<file path="src/verilog/gpio_pkg.sv">
`default_nettype none
package gpio_pkg;
  // Register port widths
  localparam int ADDR_W = 8;
  localparam int DATA_W = 16;

  // Register offsets
  localparam logic [7:0] PIN_CFG_ADDR    = 8'h24;
  localparam logic [7:0] MODE_CFG_ADDR   = 8'h25;
  localparam logic [7:0] PIN_STATUS_ADDR = 8'h30;

  // Reset values and writable bits
  localparam logic [15:0] PIN_CFG_RESET  = 16'h0000;
  localparam logic [15:0] MODE_CFG_RESET = 16'h0000;
  localparam logic [15:0] PIN_CFG_MASK   = 16'hbfff;

  // Pin configuration fields
  localparam int FILT_EN_BIT = 15;
  localparam int OUT_EN_BIT  = 13;
  localparam int OUT_SEL_LSB = 9;
  localparam int CH_SEL_LSB  = 5;
  localparam int CH1_SEL_BIT = 0;
  localparam int CH0_SEL_BIT = 3;
  localparam int IN_FUNC_LSB = 1;
  localparam int IN_EN_BIT   = 0;

  // Device mode fields
  localparam int LOW_POWER_BIT = 13;
  localparam int PROT_ACT_LSB  = 8;

  // Status register bits
  localparam int ST_RAW_BIT   = 0;
  localparam int ST_LEVEL_BIT = 1;
  localparam int ST_RESET_BIT = 2;
  localparam int ST_NVM_BIT   = 3;
  localparam int ST_LOCK_BIT  = 4;
  localparam int ST_CLEAR_BIT = 5;

  // Output status selection codes
  localparam logic [3:0] SEL_MEM_BUSY = 4'h1;
  localparam logic [3:0] SEL_CH1_BUSY = 4'h4;
  localparam logic [3:0] SEL_CH0_BUSY = 4'h7;
  localparam logic [3:0] SEL_CH1_WIN  = 4'h8;
  localparam logic [3:0] SEL_CH0_WIN  = 4'hb;

  // Input function codes
  localparam logic [3:0] FN_FAULT_DUMP = 4'h2;
  localparam logic [3:0] FN_CUR_PWR    = 4'h3;
  localparam logic [3:0] FN_VOLT_PWR   = 4'h4;
  localparam logic [3:0] FN_PROTECT    = 4'h5;
  localparam logic [3:0] FN_CLEAR      = 4'h7;
  localparam logic [3:0] FN_LOAD       = 4'h8;
  localparam logic [3:0] FN_WAVE       = 4'h9;
  localparam logic [3:0] FN_MARGIN     = 4'ha;
  localparam logic [3:0] FN_RESET      = 4'hb;
  localparam logic [3:0] FN_NVM_WP     = 4'hc;
  localparam logic [3:0] FN_REG_LOCK   = 4'hd;

  // Glitch filter timing
  localparam int CLK_PERIOD_NS     = 50;
  localparam int FILTER_TIME_NS    = 150;
  localparam int FILTER_CYCLES_DEF = (FILTER_TIME_NS + CLK_PERIOD_NS - 1) / CLK_PERIOD_NS;
endpackage
`default_nettype wire

</file>
<file path="src/verilog/pin_conditioner.sv">
`timescale 1ns/1ps
`default_nettype none
module pin_conditioner
  import gpio_pkg::*;
#(
  parameter int FILTER_CYCLES = FILTER_CYCLES_DEF
) (
  // Clock and reset
  input  wire logic clk,
  input  wire logic rst,
  // Pin and mode
  input  wire logic pin_in,
  input  wire logic filter_en,
  // Conditioned level and edges
  output logic      raw_level,
  output logic      level,
  output logic      rise,
  output logic      fall
);
  localparam int CW = $clog2(FILTER_CYCLES + 1);

  logic          sync1;
  logic          stable;
  logic [CW-1:0] count;
  wire logic     differs = raw_level != stable;
  wire logic     settled = count == CW'(FILTER_CYCLES - 1);
  wire logic     chosen  = filter_en ? stable : raw_level;

  // Two-stage synchroniser; idles high like a pulled-up pin
  always_ff @(posedge clk or posedge rst) begin
    if (rst) begin
      sync1     <= 1'b1;
      raw_level <= 1'b1;
    end else begin
      sync1     <= pin_in;
      raw_level <= sync1;
    end
  end

  // Filter: a new level must hold for the full count before it is accepted
  always_ff @(posedge clk or posedge rst) begin
    if (rst) begin
      stable <= 1'b1;
      count  <= '0;
    end else begin
      count  <= (differs && !settled) ? count + CW'(1) : '0;
      stable <= (differs && settled) ? raw_level : stable;
    end
  end

  // Edges come from consecutive conditioned samples
  always_ff @(posedge clk or posedge rst) begin
    if (rst) begin
      level <= 1'b1;
      rise  <= 1'b0;
      fall  <= 1'b0;
    end else begin
      level <= chosen;
      rise  <= chosen && !level;
      fall  <= !chosen && level;
    end
  end
endmodule
`default_nettype wire

</file>
<file path="src/verilog/pin_driver.sv">
`timescale 1ns/1ps
`default_nettype none
module pin_driver
  import gpio_pkg::*;
(
  // Clock and reset
  input  wire logic       clk,
  input  wire logic       rst,
  // Output configuration
  input  wire logic       out_en,
  input  wire logic [3:0] out_sel,
  // Status flags
  input  wire logic       memory_busy_flag,
  input  wire logic       channel0_busy,
  input  wire logic       channel1_busy,
  input  wire logic       channel0_window_result,
  input  wire logic       channel1_window_result,
  // Pin drive
  output logic            pin_out,
  output logic            pin_oe_n
);
  logic picked;

  // Codes outside the table drive low rather than a stale flag
  always_comb begin
    unique case (out_sel)
      SEL_MEM_BUSY: picked = memory_busy_flag;
      SEL_CH1_BUSY: picked = channel1_busy;
      SEL_CH0_BUSY: picked = channel0_busy;
      SEL_CH1_WIN:  picked = channel1_window_result;
      SEL_CH0_WIN:  picked = channel0_window_result;
      default:      picked = 1'b0;
    endcase
  end

  // Pin is driven only while output mode is on
  always_ff @(posedge clk or posedge rst) begin
    if (rst) begin
      pin_out  <= 1'b0;
      pin_oe_n <= 1'b1;
    end else begin
      pin_out  <= picked;
      pin_oe_n <= !out_en;
    end
  end
endmodule
`default_nettype wire

</file>
<file path="src/verilog/multifunction_gpio_control.sv">
// Local design decision: the plain strobed port.
`timescale 1ns/1ps
`default_nettype none
module multifunction_gpio_control
  import gpio_pkg::*;
#(
  parameter int FILTER_CYCLES = FILTER_CYCLES_DEF
) (
  // Clock and reset
  input  wire logic              clk,
  input  wire logic              rst,
  // Register port
  input  wire logic [ADDR_W-1:0] addr,
  input  wire logic [DATA_W-1:0] wdata,
  input  wire logic              wr,
  input  wire logic              rd,
  output logic      [DATA_W-1:0] rdata,
  // Multifunction pin
  input  wire logic              pin_in,
  output logic                   pin_out,
  output logic                   pin_oe_n,
  // Status flags for output mode
  input  wire logic              memory_busy_flag,
  input  wire logic              channel0_busy,
  input  wire logic              channel1_busy,
  input  wire logic              channel0_window_result,
  input  wire logic              channel1_window_result,
  // Stored pin configuration
  input  wire logic              nvm_config_stored,
  input  wire logic [DATA_W-1:0] nvm_pin_config,
  // Global actions
  output logic                   fault_dump_pulse,
  output logic                   protect_pulse,
  output logic      [1:0]        protect_action,
  output logic                   output_clear_action,
  output logic                   device_reset_hold,
  output logic                   nvm_write_allow,
  output logic                   register_lock,
  output logic                   low_power_select,
  // Channel actions, bit 0 channel 0, bit 1 channel 1
  output logic      [1:0]        current_output_down,
  output logic      [1:0]        current_output_up,
  output logic      [1:0]        voltage_output_down,
  output logic      [1:0]        voltage_output_up,
  output logic      [1:0]        load_output_strobe,
  output logic      [1:0]        wave_stop,
  output logic      [1:0]        wave_start,
  output logic      [1:0]        margin_low,
  output logic      [1:0]        margin_high
);
  // Channel enables from the channel select field
  function automatic logic [1:0] chan_enables(input logic [DATA_W-1:0] cfg);
    return {cfg[CH_SEL_LSB+CH1_SEL_BIT], cfg[CH_SEL_LSB+CH0_SEL_BIT]};
  endfunction

  logic [DATA_W-1:0] pin_function_config;
  logic [DATA_W-1:0] device_mode_settings;
  logic              raw_level;
  logic              pin_level;
  logic              pin_rise;
  logic              pin_fall;

  // Input conditioning: synchroniser, optional filter, edge pulses
  pin_conditioner #(
    .FILTER_CYCLES (FILTER_CYCLES)
  ) u_cond (
    .clk       (clk),
    .rst       (rst),
    .pin_in    (pin_in),
    .filter_en (pin_function_config[FILT_EN_BIT]),
    .raw_level (raw_level),
    .level     (pin_level),
    .rise      (pin_rise),
    .fall      (pin_fall)
  );

  // Output stage: selected status flag onto the pin
  pin_driver u_drv (
    .clk                    (clk),
    .rst                    (rst),
    .out_en                 (pin_function_config[OUT_EN_BIT]),
    .out_sel                (pin_function_config[OUT_SEL_LSB+:4]),
    .memory_busy_flag       (memory_busy_flag),
    .channel0_busy          (channel0_busy),
    .channel1_busy          (channel1_busy),
    .channel0_window_result (channel0_window_result),
    .channel1_window_result (channel1_window_result),
    .pin_out                (pin_out),
    .pin_oe_n               (pin_oe_n)
  );

  // Function decode: one-hot over codes, empty while input mode is off
  wire logic [3:0]  fn_code = pin_function_config[IN_FUNC_LSB+:4];
  wire logic        in_en   = pin_function_config[IN_EN_BIT];
  wire logic [15:0] fn_hit  = in_en ? (16'h0001 << fn_code) : 16'h0000;
  wire logic [1:0]  chan    = chan_enables(pin_function_config);
  wire logic [1:0]  ch_fall = chan & {2{pin_fall}};
  wire logic [1:0]  ch_rise = chan & {2{pin_rise}};

  // Next values of the action outputs
  wire logic       next_fault     = pin_fall && fn_hit[FN_FAULT_DUMP];
  wire logic       next_protect   = pin_fall && fn_hit[FN_PROTECT];
  wire logic       next_clear     = !pin_level && fn_hit[FN_CLEAR];
  wire logic [1:0] next_cur_down  = ch_fall & {2{fn_hit[FN_CUR_PWR]}};
  wire logic [1:0] next_cur_up    = ch_rise & {2{fn_hit[FN_CUR_PWR]}};
  wire logic [1:0] next_volt_down = ch_fall & {2{fn_hit[FN_VOLT_PWR]}};
  wire logic [1:0] next_volt_up   = ch_rise & {2{fn_hit[FN_VOLT_PWR]}};
  wire logic [1:0] next_load      = ch_fall & {2{fn_hit[FN_LOAD]}};
  wire logic [1:0] next_wave_stop = ch_fall & {2{fn_hit[FN_WAVE]}};
  wire logic [1:0] next_wave_go   = ch_rise & {2{fn_hit[FN_WAVE]}};
  wire logic [1:0] next_mar_low   = ch_fall & {2{fn_hit[FN_MARGIN]}};
  wire logic [1:0] next_mar_high  = ch_rise & {2{fn_hit[FN_MARGIN]}};

  // Level-type controls: falling edge sets reset hold and NVM write allow, rising edge clears; register lock is the reverse
  wire logic reset_enter   = pin_fall && fn_hit[FN_RESET];
  wire logic reset_release = pin_rise && fn_hit[FN_RESET] && device_reset_hold;
  wire logic next_reset    = reset_enter || (device_reset_hold && !reset_release);
  wire logic nvm_open      = pin_fall && fn_hit[FN_NVM_WP];
  wire logic nvm_shut      = pin_rise && fn_hit[FN_NVM_WP];
  wire logic next_nvm      = nvm_open || (nvm_write_allow && !nvm_shut);
  wire logic lock_open     = pin_fall && fn_hit[FN_REG_LOCK];
  wire logic lock_shut     = pin_rise && fn_hit[FN_REG_LOCK];
  wire logic next_lock     = lock_shut || (register_lock && !lock_open);

  // Register writes; a lock blocks both registers of this block
  wire logic              wr_ok     = wr && !register_lock;
  wire logic              wr_pin    = wr_ok && addr == PIN_CFG_ADDR;
  wire logic              wr_mode   = wr_ok && addr == MODE_CFG_ADDR;
  wire logic [DATA_W-1:0] reload    = nvm_config_stored ? nvm_pin_config : PIN_CFG_RESET;
  wire logic [DATA_W-1:0] next_pcfg = reset_release ? reload
                                    : wr_pin ? (wdata & PIN_CFG_MASK)
                                    : pin_function_config;
  wire logic [DATA_W-1:0] next_mode = reset_release ? MODE_CFG_RESET
                                    : wr_mode ? wdata : device_mode_settings;

  // Own status: pin levels and the held controls
  wire logic [DATA_W-1:0] status_word = DATA_W'({output_clear_action, register_lock,
                                                 nvm_write_allow, device_reset_hold,
                                                 pin_level, raw_level});

  // Read decode; unmapped addresses read as zero
  wire logic [DATA_W-1:0] read_mux =
      (addr == PIN_CFG_ADDR)    ? pin_function_config :
      (addr == MODE_CFG_ADDR)   ? device_mode_settings :
      (addr == PIN_STATUS_ADDR) ? status_word : '0;

  // Configuration registers; a pin-driven reset release reloads them
  always_ff @(posedge clk or posedge rst) begin
    if (rst) begin
      pin_function_config  <= PIN_CFG_RESET;
      device_mode_settings <= MODE_CFG_RESET;
    end else begin
      pin_function_config  <= next_pcfg;
      device_mode_settings <= next_mode;
    end
  end

  // Read data stands in the cycle after the strobe only
  always_ff @(posedge clk or posedge rst) begin
    if (rst) begin
      rdata <= '0;
    end else begin
      rdata <= rd ? read_mux : '0;
    end
  end

  // Global action outputs
  always_ff @(posedge clk or posedge rst) begin
    if (rst) begin
      fault_dump_pulse    <= 1'b0;
      protect_pulse       <= 1'b0;
      protect_action      <= 2'h0;
      output_clear_action <= 1'b0;
      device_reset_hold   <= 1'b0;
      nvm_write_allow     <= 1'b0;
      register_lock       <= 1'b0;
      low_power_select    <= 1'b0;
    end else begin
      fault_dump_pulse    <= next_fault;
      protect_pulse       <= next_protect;
      if (next_protect) begin
        protect_action <= device_mode_settings[PROT_ACT_LSB+:2];
      end
      output_clear_action <= next_clear;
      device_reset_hold   <= next_reset;
      nvm_write_allow     <= next_nvm;
      register_lock       <= next_lock;
      low_power_select    <= device_mode_settings[LOW_POWER_BIT];
    end
  end

  // Channel action pulses
  always_ff @(posedge clk or posedge rst) begin
    if (rst) begin
      current_output_down <= 2'h0;
      current_output_up   <= 2'h0;
      voltage_output_down <= 2'h0;
      voltage_output_up   <= 2'h0;
      load_output_strobe  <= 2'h0;
      wave_stop           <= 2'h0;
      wave_start          <= 2'h0;
      margin_low          <= 2'h0;
      margin_high         <= 2'h0;
    end else begin
      current_output_down <= next_cur_down;
      current_output_up   <= next_cur_up;
      voltage_output_down <= next_volt_down;
      voltage_output_up   <= next_volt_up;
      load_output_strobe  <= next_load;
      wave_stop           <= next_wave_stop;
      wave_start          <= next_wave_go;
      margin_low          <= next_mar_low;
      margin_high         <= next_mar_high;
    end
  end

  // Helper: any pulse action or clear, for the input-disable check
  wire logic any_action = fault_dump_pulse || protect_pulse || output_clear_action ||
                          (|current_output_down) || (|current_output_up) ||
                          (|voltage_output_down) || (|voltage_output_up) ||
                          (|load_output_strobe) || (|wave_stop) || (|wave_start) ||
                          (|margin_low) || (|margin_high);
endmodule
`default_nettype wire

</file>
<file path="config.mk">
export PLATFORM = sky130hd
export DESIGN_NAME = multifunction_gpio_control
export DESIGN_NICKNAME = d
export VERILOG_FILES = /design/src/verilog/gpio_pkg.sv /design/src/verilog/pin_conditioner.sv /design/src/verilog/pin_driver.sv /design/src/verilog/multifunction_gpio_control.sv
export SDC_FILE = /design/constraint.sdc
export NUM_CORES = 1
export LEC_CHECK = 0
export BUFFER_PORTS_ARGS = -buffer_cell sky130_fd_sc_hd__clkbuf_2
export CORE_ASPECT_RATIO = 0.75
export CORE_MARGIN = 10
export CORE_UTILIZATION = 55
export CTS_BUF_LIST = sky130_fd_sc_hd__clkbuf_8
export DETAILED_ROUTE_END_ITERATION = 16
export GPL_ROUTABILITY_DRIVEN = 1
export PLACE_DENSITY = 0.83
export SLEW_MARGIN = 15
export SYNTH_ARGS = -nofsm -noshare
export SYNTH_HDL_FRONTEND = slang
export SYNTH_SLANG_ARGS = --single-unit
</file>
<file path="constraint.sdc">
create_clock -name clk -period 3 [get_ports clk]
set_input_delay 0.45 -clock clk [delete_from_list [all_inputs] [get_ports clk]]
set_output_delay 0.45 -clock clk [all_outputs]
set_load 0.03 [all_outputs]
</file>
=== Word-level counts from Yosys, hierarchy flattened ===
Cells that the tools add are included.

* Input port bits: 51
* Flip-flop bits (word level): 85
* Word-level logic and storage cells: 98
* Output and inout port bits: 45

* Equal/unequal tests: 10
* Add/sub/neg operators: 1
* Reductions and logical operators: 33
* Bitwise operators: 11
* Shift operators: 1
* Mux-type cells: 13

{| class="wikitable"
|+ Operators with widths
! cell !! count
|-
| 2-to-1 mux 16 bit || 8
|-
| == test 8 x 6 -> 1 bit (second input constant) || 3
|-
| bitwise AND 2 bit || 11
|-
| logical AND 1 bit || 20
|-
| 2-to-1 mux 14 bit || 1
|-
| left shift 1 x 4 -> 14 bit (first input constant) || 1
|-
| == test 4 x 3 -> 1 bit (second input constant) || 2
|-
| == test 4 bit (second input constant) || 2
|-
| logical NOT 1 bit || 8
|-
| 2-to-1 mux 6 bit || 1
|-
| case mux 1 bit (5 select lines) || 1
|-
| == test 4 x 1 -> 1 bit (second input constant) || 1
|-
| nonzero test 2 bit || 2
|-
| logical OR 1 bit || 3
|-
| adder 2 x 1 -> 2 bit (second input constant) || 1
|-
| == test 2 bit (second input constant) || 1
|-
| 2-to-1 mux 2 bit || 1
|-
| 2-to-1 mux 1 bit || 1
|-
| != test 1 bit || 1
|}

=== Depth between registers and ports, before layout ===
* Depth after elaboration: 7
* Depth in mapped cells: 7

=== Hierarchy ===
From an unflattened synthesis, not the netlist that was laid out.

* Cells, all modules: 370
* Area total of the unflattened synthesis: 3867.5 sq um

{| class="wikitable"
|+ By module, submodules not included
! module !! area an instance (sq um) !! cells each !! instances !! seq. area each (sq um)
|-
| multifunction_gpio_control || 3473.3 || 340 || 1 || 1876.8
|-
| pin_conditioner || 279.0 || 19 || 1 || 205.2
|-
| pin_driver || 115.1 || 11 || 1 || 51.3
|}

=== Worst setup path before layout ===
No wires, ideal clock.

* Path kind: input port to flip-flop
* Start: in addr[3]
* End: reg pin_function_config[0]
* Stages on the path: 7
* Setup slack: 1.157 ns
* Arrival: 1.718 ns
* Setup time: 0.125 ns
* Required time: 2.875 ns
* Cell sequence: nor4bb_4 -> and2_1 -> buf_6 -> a21o_1 -> buf_6 -> buf_12 -> mux2_4

* Word-level cells in the longest chain between the ends: 3

{| class="wikitable"
|+ Ends and longest elaborated chain
! item !! RTL line !! RTL
|-
| from (decl) || multifunction_gpio_control.sv:13 || <nowiki>input wire logic [ADDR_W-1:0] addr,</nowiki>
|-
| == test 8 x 6 -> 1 bit || multifunction_gpio_control.sv:127 || <nowiki>wire logic wr_pin = wr_ok && addr == PIN_CFG_ADDR;</nowiki>
|-
| logical AND 1 bit || multifunction_gpio_control.sv:127 ||
|-
| nonzero test 2 bit (no line) || n/a ||
|-
| to (signal assigned) || multifunction_gpio_control.sv:153 || <nowiki>pin_function_config <= next_pcfg;</nowiki>
|-
| to (decl) || multifunction_gpio_control.sv:56 || <nowiki>logic [DATA_W-1:0] pin_function_config;</nowiki>
|}

Every way passes these cells.
A chain may end at the register's enable or synchronous reset.

=== Worst setup path after layout ===
* Start: reg pin_function_config[3]
* End: reg pin_function_config[6]

* Word-level cells in the longest chain between the ends: 5
* Elaborated cells between the ends (all ways): 6

{| class="wikitable"
|+ Ends and longest elaborated chain
! item !! RTL line !! RTL
|-
| left shift 1 x 4 -> 14 bit (*) || multifunction_gpio_control.sv:95 || <nowiki>wire logic [15:0] fn_hit = in_en ? (16'h0001 << fn_code) : 16'h0000;</nowiki>
|-
| 2-to-1 mux 14 bit (*) || multifunction_gpio_control.sv:95 ||
|-
| logical AND 1 bit (*) (2 in series) || multifunction_gpio_control.sv:116 || <nowiki>wire logic reset_release = pin_rise && fn_hit[FN_RESET] && device_reset_hold;</nowiki>
|-
| 2-to-1 mux 16 bit or nonzero test 2 bit (tied branches) || n/a ||
|}

Every way passes the cells marked *; elsewhere a longest branch is shown, timed or not.

==> flow_summary.ini <==
[synthesis]
synthAdderAreaFrac_pct = 0.3396
synth_top_family_by_area = simple AND/OR/NAND/NOR gates
synthMuxAreaShare_pct = 14.70
synth_edf_count = 0
ys_warn_count = 0
synth_area_leader_cell = dfrtp_1
synth_top_area_share_pct = 54.33
netlist_instances = 319
synth_compound_area_share_pct = 6.248
synth_area_per_cell_um2 = 11.55
synth.area.top_cells = dfrtp_1 (54%), mux2i_1 (8.7%), nor2_1 (4.4%)
ys_ff_latch = 85
synthXorXnorAreaFrac_pct = 0.2377
syn_nets = 371
yosys.area_share.simple_pct = 15.69
syn_area_um2 = 3685
ys.flop_type = dfrtp_1
synth.yosys.seq_area_share_pct = 57.89
synthArstFlopShare_pct = 100.0
yosysUniqueCellTypes = 36

[sta]
setup_ws_ns = 0.8284
fin_crit_ns = 2.172
slew_viol_final = 0
tightest_slew_ns = 0.7443
hold_viol_final = 0
setup_tns_ns = 0
setup_viol = 0
fmax_mhz = 460.5
clock-skew-final_ns = 0.006794
relSlewSlack_pct = 50.26
fin_crit_sh_pct = 72.39
rsz0062_at_grt = no

[outcome]
status = finished clean

[finish]
diodes = 0
multiInputGateArea_um2 = 1371
nFillCells = 479
fin_nets = 467
final_common_cell = clkbuf_2
syn_to_final_growth_pct = 21.36
regArea_um2 = 2133
fin_area_um2 = 4472
drive_above_1_share_pct = 34.05
final_cell_mix = clkbuf_2 (95), dfrtp_1 (80), nor2_1 (43)

[detailed_routing]
vias = 2695
wl_mm = 8.935
drc = 0
dr.pass1.iters = 5
via_per_inst = 5.379
wl_per_cell_um = 17.83
drt_iter0_drc = 175
drt.antenna.violating_nets = 0

[critical_path]
critical_path.max_fanout = 24
startpoint = pin_function_config[3]
arrival_ns = 2.41
regToRegEndpoint = pin_function_config[6]
cp.required_ns = 3.24
r2r-start = pin_function_config[3]
critPathKind = flop to flop
startpoint_type = flop
r2r_cells = 5
critPathCaptureType = flop
regToRegSetupSlack_ns = 0.83

[power_and_ir_drop]
total_power_mw = 2.472
intPower_mw = 1.943
combPwrFrac_pct = 7.5
clkPwrFrac_pct = 42.5
cellPowerDensity_nw_per_um2 = 552.9
p_sw_share_pct = 21.43
ir_worst_vdd_uv = 531.4
p_sw_mw = 0.5299
power_leakage_nw = 2.391
pwr-share-seq_pct = 50.1

[clocking]
post_cts_buffers = 0
clkLatencyLatePin_ns = 0.35
clockBufferDepth = 2
tritoncts = done
cts_sinks = 85
cts-buffers-inserted = 9
cts.hold.buffers_added = 0
root_buffer = clkbuf_8
worst_setup_hold_path_clk_slew_ns = 0.08
cts_resized = 0
h-tree-depth = 3

[hold_path]
hold_path.class = input pin to async pin

[floorplanning]
io_pins = 96
core_um2 = 6412
die_height_um = 90.89
start_util_pct = 57.46
placement_rows = 25
die_x_um = 114.5
dieArea_um2 = 10410

[grt]
grt_first_pass_wirelength_mm = 14.68
gr-total-overflow = 0
antenna_found_initial = 0
grt_usage_pct = 17.66
first_global_vias = 2844
grt_start_max_net_pins = 49

[placed_design]
gp_congestion = 0.8293
post_dp_cell_area_um2 = 4200
pre_cts_ws_ns = 0.7345
port-buffer-count = 95
dp_hpwl_mm = 6.825

[flow_run]
cap_viol_max_count = 0
per-layer routing:
metal | wire length, um | share of wire (%) | global-route usage [%] | vias to the layer above
met2 | 4362 | 49 | 28.01 | 122
li1 | - | - | - | 1269
met3 | 871 | 9.7 | 6.175 | 13
met1 | 3588 | 40 | 21.66 | 1291
met4 | 113 | 1.3 | 6.146 | 0
met5 | 0 | 0 | 0 | -
how the worst max path moves through the flow:
stage	to	cells past startpoint	slack [ns]
2_1_floorplan	current_output_down[0]	1	0.36
3_3_place_gp	pin_function_config[15]	7	0.81
6_report	pin_function_config[6]	5	0.83
4_1_cts	pin_function_config[6]	5	0.84
5_1_grt	pin_function_config[6]	5	0.68
3_5_place_dp	pin_function_config[11]	7	0.73
sequential cells by signal, summed over array words and instances (netlist names), 2 cells and up:
| name | cells |
|---|---|
| wave_stop | 2 |
| u_cond.count | 2 |
| voltage_output_up | 2 |
| margin_high | 2 |
| pin_function_config | 16 |
| margin_low | 2 |
| current_output_up | 2 |
| voltage_output_down | 2 |
| rdata | 16 |
| current_output_down | 2 |
| load_output_strobe | 2 |
| wave_start | 2 |
| device_mode_settings | 16 |
| protect_action | 2 |
synth_stat cells, drive strengths merged, types with 4 or more instances:
master and instances:
dfrtp 80, nor2 43, mux2i 32, nand2 27, inv 20, mux2 17, nor2b 15, o21ai 14
a22oi 10, buf 10, a221oi 6, dfstp 5, nand2b 5, nand3 5, and2 4, clkbuf 4
layout make-up:
| cell class | instances | area share (%) |
|---|---|---|
| Multi-Input combinational cell | 200 | 30.67 |
| Sequential cell | 85 | 47.71 |
| Timing Repair Buffer | 99 | 11.58 |
| Inverter | 20 | 1.707 |
| Clock inverter | 6 | 2.994 |
| Tap cell | 81 | 2.266 |
| Clock buffer | 10 | 3.078 |
logic make-up after synthesis:
family          after synthesis
simple gates                114
flops                        85
mux                          49
compound gates               35
buf+inv                      34
xor+xnor                      1
fa+ha+maj                     1
stage by stage:
| stage | instances | utilization (%) | hold WS (ns) |
|---|---|---|---|
| after floorplan | 319 | - | 0.3452 |
| after global placement | 485 | 65.50 | 0.3464 |
| after detailed placement | 485 | 65.50 | 0.3470 |
| after CTS | 501 | 69.74 | 0.1586 |
| after global routing | 501 | 69.74 | 0.1614 |
| final | 501 | 69.74 | 0.1551 |
power groups by stage:
stage                     clock network (mW)  registers [mW]  logic (mW)
after floorplan                            0            1.25       0.112
after global placement                     0            1.26       0.176
after detailed placement                   0            1.26       0.188
after CTS                               1.07            1.24       0.188
after global routing                    1.12            1.24       0.210
final                                   1.05            1.24       0.184
critical path: stages, from the launching register on:
cell and delay [ns]:
dfrtp_1 0.48, nand2b_1 0.26, nor3_4 0.45, buf_4 0.42, mux2i_1 0.17, mux2_4 0.28
(Power assumes the default switching activity.)
